### config.mk
export PLATFORM = sky130hd
export DESIGN_NAME = txd_dma
export DESIGN_NICKNAME = d
export VERILOG_FILES = /design/src/rtl/txd_pkg.sv /design/src/rtl/txd_dma.sv
export VERILOG_INCLUDE_DIRS = /design/src /design/src/rtl
export SDC_FILE = /design/constraint.sdc
export NUM_CORES = 1
export LEC_CHECK = 0
export BUFFER_PORTS_ARGS = -buffer_cell sky130_fd_sc_hd__buf_2
export CAP_MARGIN = 20
export CELL_PAD_IN_SITES_DETAIL_PLACEMENT = 2
export CELL_PAD_IN_SITES_GLOBAL_PLACEMENT = 2
export CORE_MARGIN = 1.5
export CORE_UTILIZATION = 30
export CTS_CLUSTER_SIZE = 40
export DETAILED_ROUTE_END_ITERATION = 8
export HOLD_SLACK_MARGIN = 0.15
export PLACE_DENSITY = 0.61
export SLEW_MARGIN = 10
export SYNTH_ARGS = -nofsm -noshare
export SYNTH_HDL_FRONTEND = slang
export SYNTH_SLANG_ARGS = --single-unit
export TNS_END_PERCENT = 30
### constraint.sdc
create_clock -name i_clk -period 4.1 [get_ports i_clk]
set_input_delay 0.615 -clock i_clk [delete_from_list [all_inputs] [get_ports i_clk]]
set_output_delay 0.615 -clock i_clk [all_outputs]
set_load 0.05 [all_outputs]
### src/rtl/txd_defs.svh
// constants for the transmit descriptor list dma engine
// assumes byte addressed shared memory with 32-bit words
`ifndef TXD_DEFS_SVH
`define TXD_DEFS_SVH
// channel config block word offsets (bytes)
`define TXD_CFG_LIST 32'h0000_0000
`define TXD_CFG_CUR 32'h0000_0008
// descriptor layout
`define TXD_DESC_WORDS 2'h3
`define TXD_CFG_WORDS 2'h2
`define TXD_ONE_WORD 2'h1
`define TXD_EOL_BIT 31
`define TXD_LEN_MSB 15
`define TXD_DW_BYTES 32'h0000_0004
`define TXD_DW_ROUND 17'h0_0003
// interrupt vector tag for transmit completions
`define TXD_VEC_TAG 8'ha0
`endif

### src/rtl/txd_pkg.sv
// types shared by the transmit descriptor list dma engine
// assumes txd_defs.svh supplies the numeric constants
package txd_pkg;
  // gray coded states along fetch, data, vector, pointer update
  typedef enum logic [2:0] {
    TXD_IDLE = 3'h0,
    TXD_CFG = 3'h1,
    TXD_DESC = 3'h3,
    TXD_DATA = 3'h2,
    TXD_VEC = 3'h6,
    TXD_CUR = 3'h7,
    TXD_HOLD = 3'h5,
    TXD_RELINK = 3'h4
  } txd_state_t;
  // one memory transaction as seen by the system bus adapter
  typedef struct packed {
    logic we;
    logic [1:0] words;
    logic [31:0] addr;
    logic [31:0] wdata;
  } txd_mem_req_t;
endpackage

### src/rtl/txd_dma.sv
// transmit descriptor list dma engine and its data fifo
// assumes a bus adapter that takes one request at a time and returns
// read words with i_mem_rvalid no earlier than one cycle after i_mem_ack
`timescale 1ns/1ns
`include "txd_defs.svh"

// --------------------------------------------------------------
// data fifo
// --------------------------------------------------------------
module txd_fifo #(
  parameter int WIDTH = 32,
  parameter int DEPTH = 16
) (
  input wire logic i_clk,
  input wire logic i_reset,
  input wire logic i_in_valid,
  output logic o_in_ready,
  input wire logic [WIDTH-1:0] i_in_data,
  output logic o_out_valid,
  input wire logic i_out_ready,
  output logic [WIDTH-1:0] o_out_data
);
  localparam int AW = $clog2(DEPTH);
  logic [WIDTH-1:0] mem [DEPTH];  // flop storage
  logic [AW-1:0] wr_idx;
  logic [AW-1:0] rd_idx;
  logic [AW:0] count;  // one bit wider so full is honest
  logic push;
  logic pop;
  assign o_in_ready = (count != (AW+1)'(DEPTH));
  assign o_out_valid = (count != '0);
  assign push = i_in_valid && o_in_ready;
  assign pop = o_out_valid && i_out_ready;
  assign o_out_data = mem[rd_idx];
  // storage write, indexed by the write pointer
  always_ff @(posedge i_clk) begin
    if (push) begin
      mem[wr_idx] <= i_in_data;
    end
  end
  // pointers and occupancy
  always_ff @(posedge i_clk) begin
    if (i_reset) begin
      wr_idx <= '0;
      rd_idx <= '0;
      count <= '0;
    end else begin
      if (push) wr_idx <= (wr_idx == AW'(DEPTH-1)) ? '0 : wr_idx + 1'b1;
      if (pop) rd_idx <= (rd_idx == AW'(DEPTH-1)) ? '0 : rd_idx + 1'b1;
      count <= count + (AW+1)'(push) - (AW+1)'(pop);
    end
  end
endmodule

module txd_dma #(
  parameter int FIFO_DEPTH = 16,
  parameter int INTQ_DEPTH = 16
) (
  input wire logic i_clk,
  input wire logic i_reset,
  input wire logic i_host_mode_select,  // bus mode strap, no effect on reset
  input wire logic i_cfg_req,  // pulse: fetch config block and start
  input wire logic i_resume,  // pulse: software appended descriptors
  input wire logic [31:0] i_cfg_base,
  input wire logic [4:0] i_channel,
  output txd_pkg::txd_mem_req_t o_mem,
  output logic o_mem_req,
  input wire logic i_mem_ack,
  input wire logic i_mem_rvalid,
  input wire logic [31:0] i_mem_rdata,
  output logic o_tx_valid,
  output logic [31:0] o_tx_data,
  input wire logic i_tx_ready,
  output logic o_held
);
  import txd_pkg::*;
  localparam int QW = $clog2(INTQ_DEPTH);

  // --------------------------------------------------------------
  // reset: asserted asynchronously, released on a clock edge
  // --------------------------------------------------------------
  logic rst_meta;  // first stage, read only by rst
  logic rst;
  // the mode strap stays out of this path on purpose
  always_ff @(posedge i_clk or posedge i_reset) begin
    if (i_reset) begin
      rst_meta <= 1'b1;
      rst <= 1'b1;
    end else begin
      rst_meta <= 1'b0;
      rst <= rst_meta;
    end
  end

  // --------------------------------------------------------------
  // state and captured descriptor fields
  // --------------------------------------------------------------
  txd_state_t state;
  logic [31:0] desc_addr;  // descriptor being processed
  logic [31:0] next_ptr;  // link word
  logic [31:0] data_ptr;  // next data word address
  logic [31:0] intq_base;  // transmit interrupt queue base
  logic [QW-1:0] intq_idx;  // next queue slot
  logic eol;  // end of list mark of current descriptor
  logic [`TXD_LEN_MSB:0] pkt_len;  // packet length in bytes
  logic [14:0] dcnt;  // data words still to read
  logic [1:0] rcnt;  // words received in this read
  logic busy;  // read taken, words still due
  logic last_word;
  logic need_bus;
  logic fifo_in_ready;
  logic [16:0] len_round;
  logic [1:0] want_words;
  txd_mem_req_t next_mem;

  assign len_round = {1'b0, pkt_len} + `TXD_DW_ROUND;
  assign want_words = (state == TXD_CFG) ? `TXD_CFG_WORDS :
                      (state == TXD_DESC) ? `TXD_DESC_WORDS : `TXD_ONE_WORD;
  assign last_word = i_mem_rvalid && (rcnt == want_words - 2'h1);
  assign o_held = (state == TXD_HOLD);

  // what the current state asks of the bus; data waits for fifo room
  always_comb begin
    next_mem = '0;
    next_mem.words = want_words;
    need_bus = 1'b1;
    case (state)
      TXD_CFG: next_mem.addr = i_cfg_base + `TXD_CFG_LIST;
      TXD_DESC: next_mem.addr = desc_addr;
      TXD_DATA: begin
        next_mem.addr = data_ptr;
        need_bus = fifo_in_ready && (dcnt != '0);
      end
      TXD_VEC: begin
        next_mem.we = 1'b1;
        next_mem.addr = intq_base + {{(30-QW){1'b0}}, intq_idx, 2'b00};
        next_mem.wdata = {`TXD_VEC_TAG, 3'h0, i_channel, pkt_len};
      end
      TXD_CUR: begin
        next_mem.we = 1'b1;
        next_mem.addr = i_cfg_base + `TXD_CFG_CUR;
        next_mem.wdata = eol ? desc_addr : next_ptr;
      end
      TXD_RELINK: next_mem.addr = desc_addr + `TXD_DW_BYTES;
      default: need_bus = 1'b0;
    endcase
  end

  // --------------------------------------------------------------
  // bus request: one transaction outstanding at a time
  // --------------------------------------------------------------
  always_ff @(posedge i_clk) begin
    if (rst) begin
      o_mem_req <= 1'b0;
      o_mem <= '0;
      busy <= 1'b0;
      rcnt <= '0;
    end else begin
      if (!o_mem_req && !busy && need_bus) begin
        o_mem_req <= 1'b1;
        o_mem <= next_mem;
      end else if (o_mem_req && i_mem_ack) begin
        o_mem_req <= 1'b0;
        busy <= !o_mem.we;  // writes end at the ack
      end
      if (last_word) begin
        busy <= 1'b0;
        rcnt <= '0;
      end else if (i_mem_rvalid) begin
        rcnt <= rcnt + 2'h1;
      end
    end
  end

  // --------------------------------------------------------------
  // list walk
  // --------------------------------------------------------------
  always_ff @(posedge i_clk) begin
    if (rst) begin
      state <= TXD_IDLE;
      desc_addr <= '0;
      next_ptr <= '0;
      data_ptr <= '0;
      intq_base <= '0;
      intq_idx <= '0;
      eol <= 1'b0;
      pkt_len <= '0;
      dcnt <= '0;
    end else begin
      case (state)
        TXD_IDLE: if (i_cfg_req) state <= TXD_CFG;
        TXD_CFG: if (i_mem_rvalid) begin
          if (rcnt == 2'h0) desc_addr <= i_mem_rdata;
          else intq_base <= i_mem_rdata;
          if (last_word) state <= TXD_DESC;
        end
        TXD_DESC: if (i_mem_rvalid) begin
          case (rcnt)
            2'h0: begin
              eol <= i_mem_rdata[`TXD_EOL_BIT];
              pkt_len <= i_mem_rdata[`TXD_LEN_MSB:0];
            end
            2'h1: next_ptr <= i_mem_rdata;
            default: begin
              data_ptr <= i_mem_rdata;
              dcnt <= len_round[16:2];
            end
          endcase
          if (last_word) state <= TXD_DATA;
        end
        TXD_DATA: begin
          if (dcnt == '0) begin
            state <= TXD_VEC;
          end else if (i_mem_rvalid) begin
            data_ptr <= data_ptr + `TXD_DW_BYTES;
            dcnt <= dcnt - 15'h1;
          end
        end
        TXD_VEC: if (o_mem_req && i_mem_ack) begin
          intq_idx <= (intq_idx == QW'(INTQ_DEPTH-1)) ? '0 : intq_idx + 1'b1;
          state <= TXD_CUR;
        end
        TXD_CUR: if (o_mem_req && i_mem_ack) begin
          if (eol) begin
            state <= TXD_HOLD;
          end else begin
            desc_addr <= next_ptr;
            state <= TXD_DESC;
          end
        end
        TXD_HOLD: begin
          if (i_cfg_req) state <= TXD_CFG;
          else if (i_resume) state <= TXD_RELINK;
        end
        TXD_RELINK: if (i_mem_rvalid) begin  // re-read link of held descriptor
          desc_addr <= i_mem_rdata;
          state <= TXD_DESC;
        end
        default: state <= TXD_IDLE;
      endcase
    end
  end

  // --------------------------------------------------------------
  // data fifo: fetched words wait here for the serial side
  // --------------------------------------------------------------
  txd_fifo #(.WIDTH(32), .DEPTH(FIFO_DEPTH)) u_fifo (
    .i_clk(i_clk),
    .i_reset(rst),
    .i_in_valid(state == TXD_DATA && i_mem_rvalid),
    .o_in_ready(fifo_in_ready),
    .i_in_data(i_mem_rdata),
    .o_out_valid(o_tx_valid),
    .i_out_ready(i_tx_ready),
    .o_out_data(o_tx_data)
  );

  // --------------------------------------------------------------
  // checks
  // --------------------------------------------------------------
  chk_desc_burst: assert property (@(posedge i_clk) disable iff (rst)
    o_mem_req && state == TXD_DESC |-> o_mem.words == 2'h3 && !o_mem.we && o_mem.addr == desc_addr)
    else $error("descriptor read is not a three word burst");
  chk_data_single: assert property (@(posedge i_clk) disable iff (rst)
    o_mem_req && state == TXD_DATA |-> o_mem.words == 2'h1 && !o_mem.we && o_mem.addr == data_ptr)
    else $error("data read not single word at data pointer");
  chk_data_room: assert property (@(posedge i_clk) disable iff (rst)
    $rose(o_mem_req) && state == TXD_DATA |-> $past(fifo_in_ready) && $past(dcnt) != '0)
    else $error("data read issued without fifo room");
  chk_vector_write: assert property (@(posedge i_clk) disable iff (rst)
    o_mem_req && state == TXD_VEC |-> o_mem.we && o_mem.wdata[15:0] == pkt_len
      && o_mem.addr == intq_base + {{(30-QW){1'b0}}, intq_idx, 2'b00})
    else $error("vector write malformed");
  chk_cur_write: assert property (@(posedge i_clk) disable iff (rst)
    o_mem_req && state == TXD_CUR |-> o_mem.we && o_mem.addr == i_cfg_base + `TXD_CFG_CUR)
    else $error("current address write misplaced");
  chk_link_follow: assert property (@(posedge i_clk) disable iff (rst)
    state == TXD_CUR && o_mem_req && i_mem_ack && !eol |=> state == TXD_DESC && desc_addr == $past(next_ptr))
    else $error("link not followed after update");
  chk_hold_quiet: assert property (@(posedge i_clk) disable iff (rst)
    state == TXD_HOLD && !i_resume && !i_cfg_req |=> state == TXD_HOLD && !o_mem_req ##1 !o_mem_req)
    else $error("engine left hold without resume");
  chk_cfg_on_req: assert property (@(posedge i_clk) disable iff (rst)
    state == TXD_IDLE && !i_cfg_req |=> state == TXD_IDLE && !o_mem_req)
    else $error("config block fetched without request");
  chk_reset_async: assert property (@(posedge i_clk)
    i_reset |=> rst && state == TXD_IDLE ##1 !o_mem_req)
    else $error("reset not taken");
  cov_hold: cover property (@(posedge i_clk) disable iff (rst) state == TXD_CUR ##1 state == TXD_HOLD);
  cov_resume: cover property (@(posedge i_clk) disable iff (rst) state == TXD_HOLD ##1 state == TXD_RELINK);
  cov_fifo_full: cover property (@(posedge i_clk) disable iff (rst) state == TXD_DATA && !fifo_in_ready);
endmodule

==> key figures <==
Logic synthesis
  – Seq cells post-synth: 769
  – Synth top area share: 45.2%
  – Synth cell types: 77
  – Synthesized area: 34000 um2
  – Synthesized area per cell: 12.6 um2
  – Most area-consuming cells after synthesis: edfxtp_1, dfxtp_1, mux4_2
  – Ys async rst share: 0.260%
  – Seq/Total Area, Yosys: 60.3%
  – Yosys warns: 0
  – Syn Inst Count: 2696
  – Post-synth top area cell: edfxtp_1
  – Syn nets: 2798
  – Predominant post-synthesis flop cell: edfxtp_1
  – Post-synth EDFFs: 512

Floorplanning
  – Die Y: 340 um
  – Die area: 116000 um2
  – Core ar.: 112000 um2
  – # IOs: 179
  – Initial Utilization: 30.3%
  – # rows: 123
  – DIE WIDTH: 340 um

Global route
  – Vias in the first global route: 26238
  – Total track usage: 21.0%
  – First-pass GRT wire length: 180 mm
  – Largest net degree at the start of global routing: 107
  – Gr ovfl total: 0
  – Antenna violations before repair: 11

Clock network
  – Clk sinks: 769
  – Post-CTS Resized: 0
  – Clk_lat worst skew: 680 ps
  – H-Tree Depth: 3
  – Clock Tree Root: clkbuf_16
  – TritonCTS clock tree: yes
  – CTS Buf Count: 89
  – Clock transition at path regs: 60 ps
  – Max clock buf depth: 3

Pwr
  – Clock share of power: 35.0%
  – Pwr dens: 585 nW/um2
  – Net Sw Frac: 34.1%
  – Peak supply drop: 392 uV
  – Tot Pwr: 23.4 mW
  – Leakage power: 12.7 nW
  – Sw Pwr: 8.00 mW
  – Combinational Power Share: 25.7%
  – Reg power frac: 39.3%
  – Power Internal: 15.4 mW

Timing
  – Fmax: 0.271 GHz
  – RSZ-0062 raised after global routing: no
  – Post-route clock period utilization: 89.9%
  – Final setup TNS: 0 ps
  – Min cycle time layout: 3690 ps
  – Worst Skew: 41.6 ps
  – Worst Max-Slew Pin Slew: 1040 ps
  – Hold Fails Final Rpt: 0
  – Max-slew headroom: 30.3%
  – # setup viols final: 0
  – Count of pins over their slew limit: 0

Detailed routing
  – Met2 Routed Length: 59.6 mm
  – Pre-antenna DRT Iters: 5
  – DRC Markers: 0
  – Highest metal used: met5
  – Post-route ant nets: 0
  – Drt wl/cell: 27.5 um
  – Met3 wire length: 4.85 mm
  – Vias: 23897
  – WL final: 122 mm
  – WL met1: 53.9 mm
  – DRT iter0 DRCs: 1531
  – DR vias/cell: 5.39

Setup path
  – Crit path kind: flip-flop to output port
  – Most used cell, CP: mux4_2
  – Setup crit end kind: output port
  – Slowest-stage cell, CP: dfxtp_4
  – Critical path data required time: 3480 ps
  – CP max stage delay: 670 ps
  – Flop-to-flop setup slack: 810 ps
  – Startpoint type of the worst setup path: flip-flop
  – Crit Path Max Fanout: 28
  – FF-to-FF End: u_fifo.mem[12][23]
  – Worst r2r path cells: 7
  – Worst-path cell chain: buf_12 -> mux4_2 -> mux4_2 -> buf_2
  – Worst endpoint data arrival time: 3070 ps
  – R2r startpoint: state[2]

Worst hold path
  – WHS Path Cells: 3
  – Endpoint of the worst hold path: o_mem_req
  – Min-delay worst type: input port to flip-flop
  – Hold path start: i_mem_ack

Place
  – Post-DP HPWL: 79.8 mm
  – Port Buffer Count: 177
  – Placed Area: 37000 um2
  – RePlAce Congestion: 0.798

Final layout
  – Final Cell Area: 40100 um2
  – Syn-to-layout area delta: 17.7%
  – Commonest cells after routing, fill and taps aside: edfxtp_1, nand2_1, dfxtp_1
  – Fraction of layout cells with a size suffix above 1: 21.2%
  – Core Util, Final: 35.6%
  – Final nets: 2961
  – Commonest non-fill, non-tap cell in the layout: edfxtp_1

Run status
  – Outcome: completed

Run
  – Max cap viols: 0
[worst max-delay path, delay by kind of cell, from the launching register on]
family                 cells  cell delay (ps)
muxes                      2             1140
DFF                        1              670
buffers and inverters      2              550
[layout make-up]
type | instances | area, um2
Antenna cell | 2 | 5.00
Tap cell | 1500 | 1880
Clock inverter | 47 | 500
Fill cell | 11622 | 72400
Sequential cell | 769 | 20600
Inverter | 34 | 128
Clock buffer | 119 | 2520
Timing Repair Buffer | 266 | 1750
Multi-Input combinational cell | 1699 | 12700
[sequential cells by signal, summed over array words and instances, names as in the netlist, 2 cells and up, named ones only]
name and cells:
dcnt 15, intq_idx 4, next_ptr 32, u_fifo.wr_idx 4
u_fifo.count 5, o_mem 67, desc_addr 32, u_fifo.rd_idx 4
pkt_len 16, state 3, data_ptr 32, intq_base 32
u_fifo.mem 512, rcnt 2
[worst max-delay path by stage]
stage               from                  to  slack [ps]  cells past startpoint
3_3_place_gp    state[1]           o_mem[12]         820                      9
5_1_grt        flip-flop        o_tx_data[4]         230                      4
2_1_floorplan   state[0]    u_fifo.mem[1][0]        -150                      8
3_5_place_dp    state[2]  u_fifo.mem[12][22]         800                      7
6_report       flip-flop       o_tx_data[26]         410                      4
4_1_cts        flip-flop        o_tx_data[4]         310                      4
[power by group through the flow]
stage	Clock (mW)	Sequential, mW	Combinational, mW
after floorplan	0	9.55	3.80
after detailed placement	0	9.39	6.05
after global routing	8.67	9.28	6.51
after CTS	8.42	9.23	6.09
after global placement	0	9.36	5.89
final	8.20	9.22	6.02
[cell usage after synthesis (19+ instances only)]
cell / n
mux4_2: 160
xor2_1: 39
xnor2_1: 55
a2111oi_0: 23
edfxtp_1: 512
and3_1: 25
clkbuf_1: 138
dfxtp_1: 255
o21ai_0: 86
or3_1: 29
ha_1: 23
nand2_1: 285
a21oi_1: 241
nand3_1: 66
nor4_1: 19
nand4_1: 37
inv_1: 34
mux2i_1: 65
nor3_1: 46
nor2_1: 236
buf_2: 32
a211oi_1: 60
[through the flow]
stage	hold slack, ps	setup WS [ps]	cells
floorplan	345	-147	2696
global placement	349	817	4266
detailed placement	350	800	4267
CTS	189	313	4434
global route	219	234	4434
finish	240	412	4436
[cell families after synthesis]
kind of cell | count (synthesis) | synth area share [%]
AO/OA/AOI/OAI | 543 | 9.87
XOR/XNOR | 94 | 2.42
adder cells (fa/ha/maj) | 25 | 0.963
buffers and inverters | 228 | 2.79
flip-flops | 769 | 60.3
multiplexers | 229 | 12.6
other | 1 | 0.0110
AND/OR/NAND/NOR | 807 | 11.0
[metal layers]
layer | vias up | GRT usage, %
met3 | 174 | 3.05
li1 | 10592 | -
met2 | 549 | 35.5
met4 | 2 | 6.81
met1 | 12580 | 27.5
met5 | - | 0
[what timing repair did]
action / in CTS / in global routing
hold buffers: 1 / 0
endpoints found under the hold margin: 2 / 0
setup buffers: 0 / 0
Power figures use the tool's default switching activity.
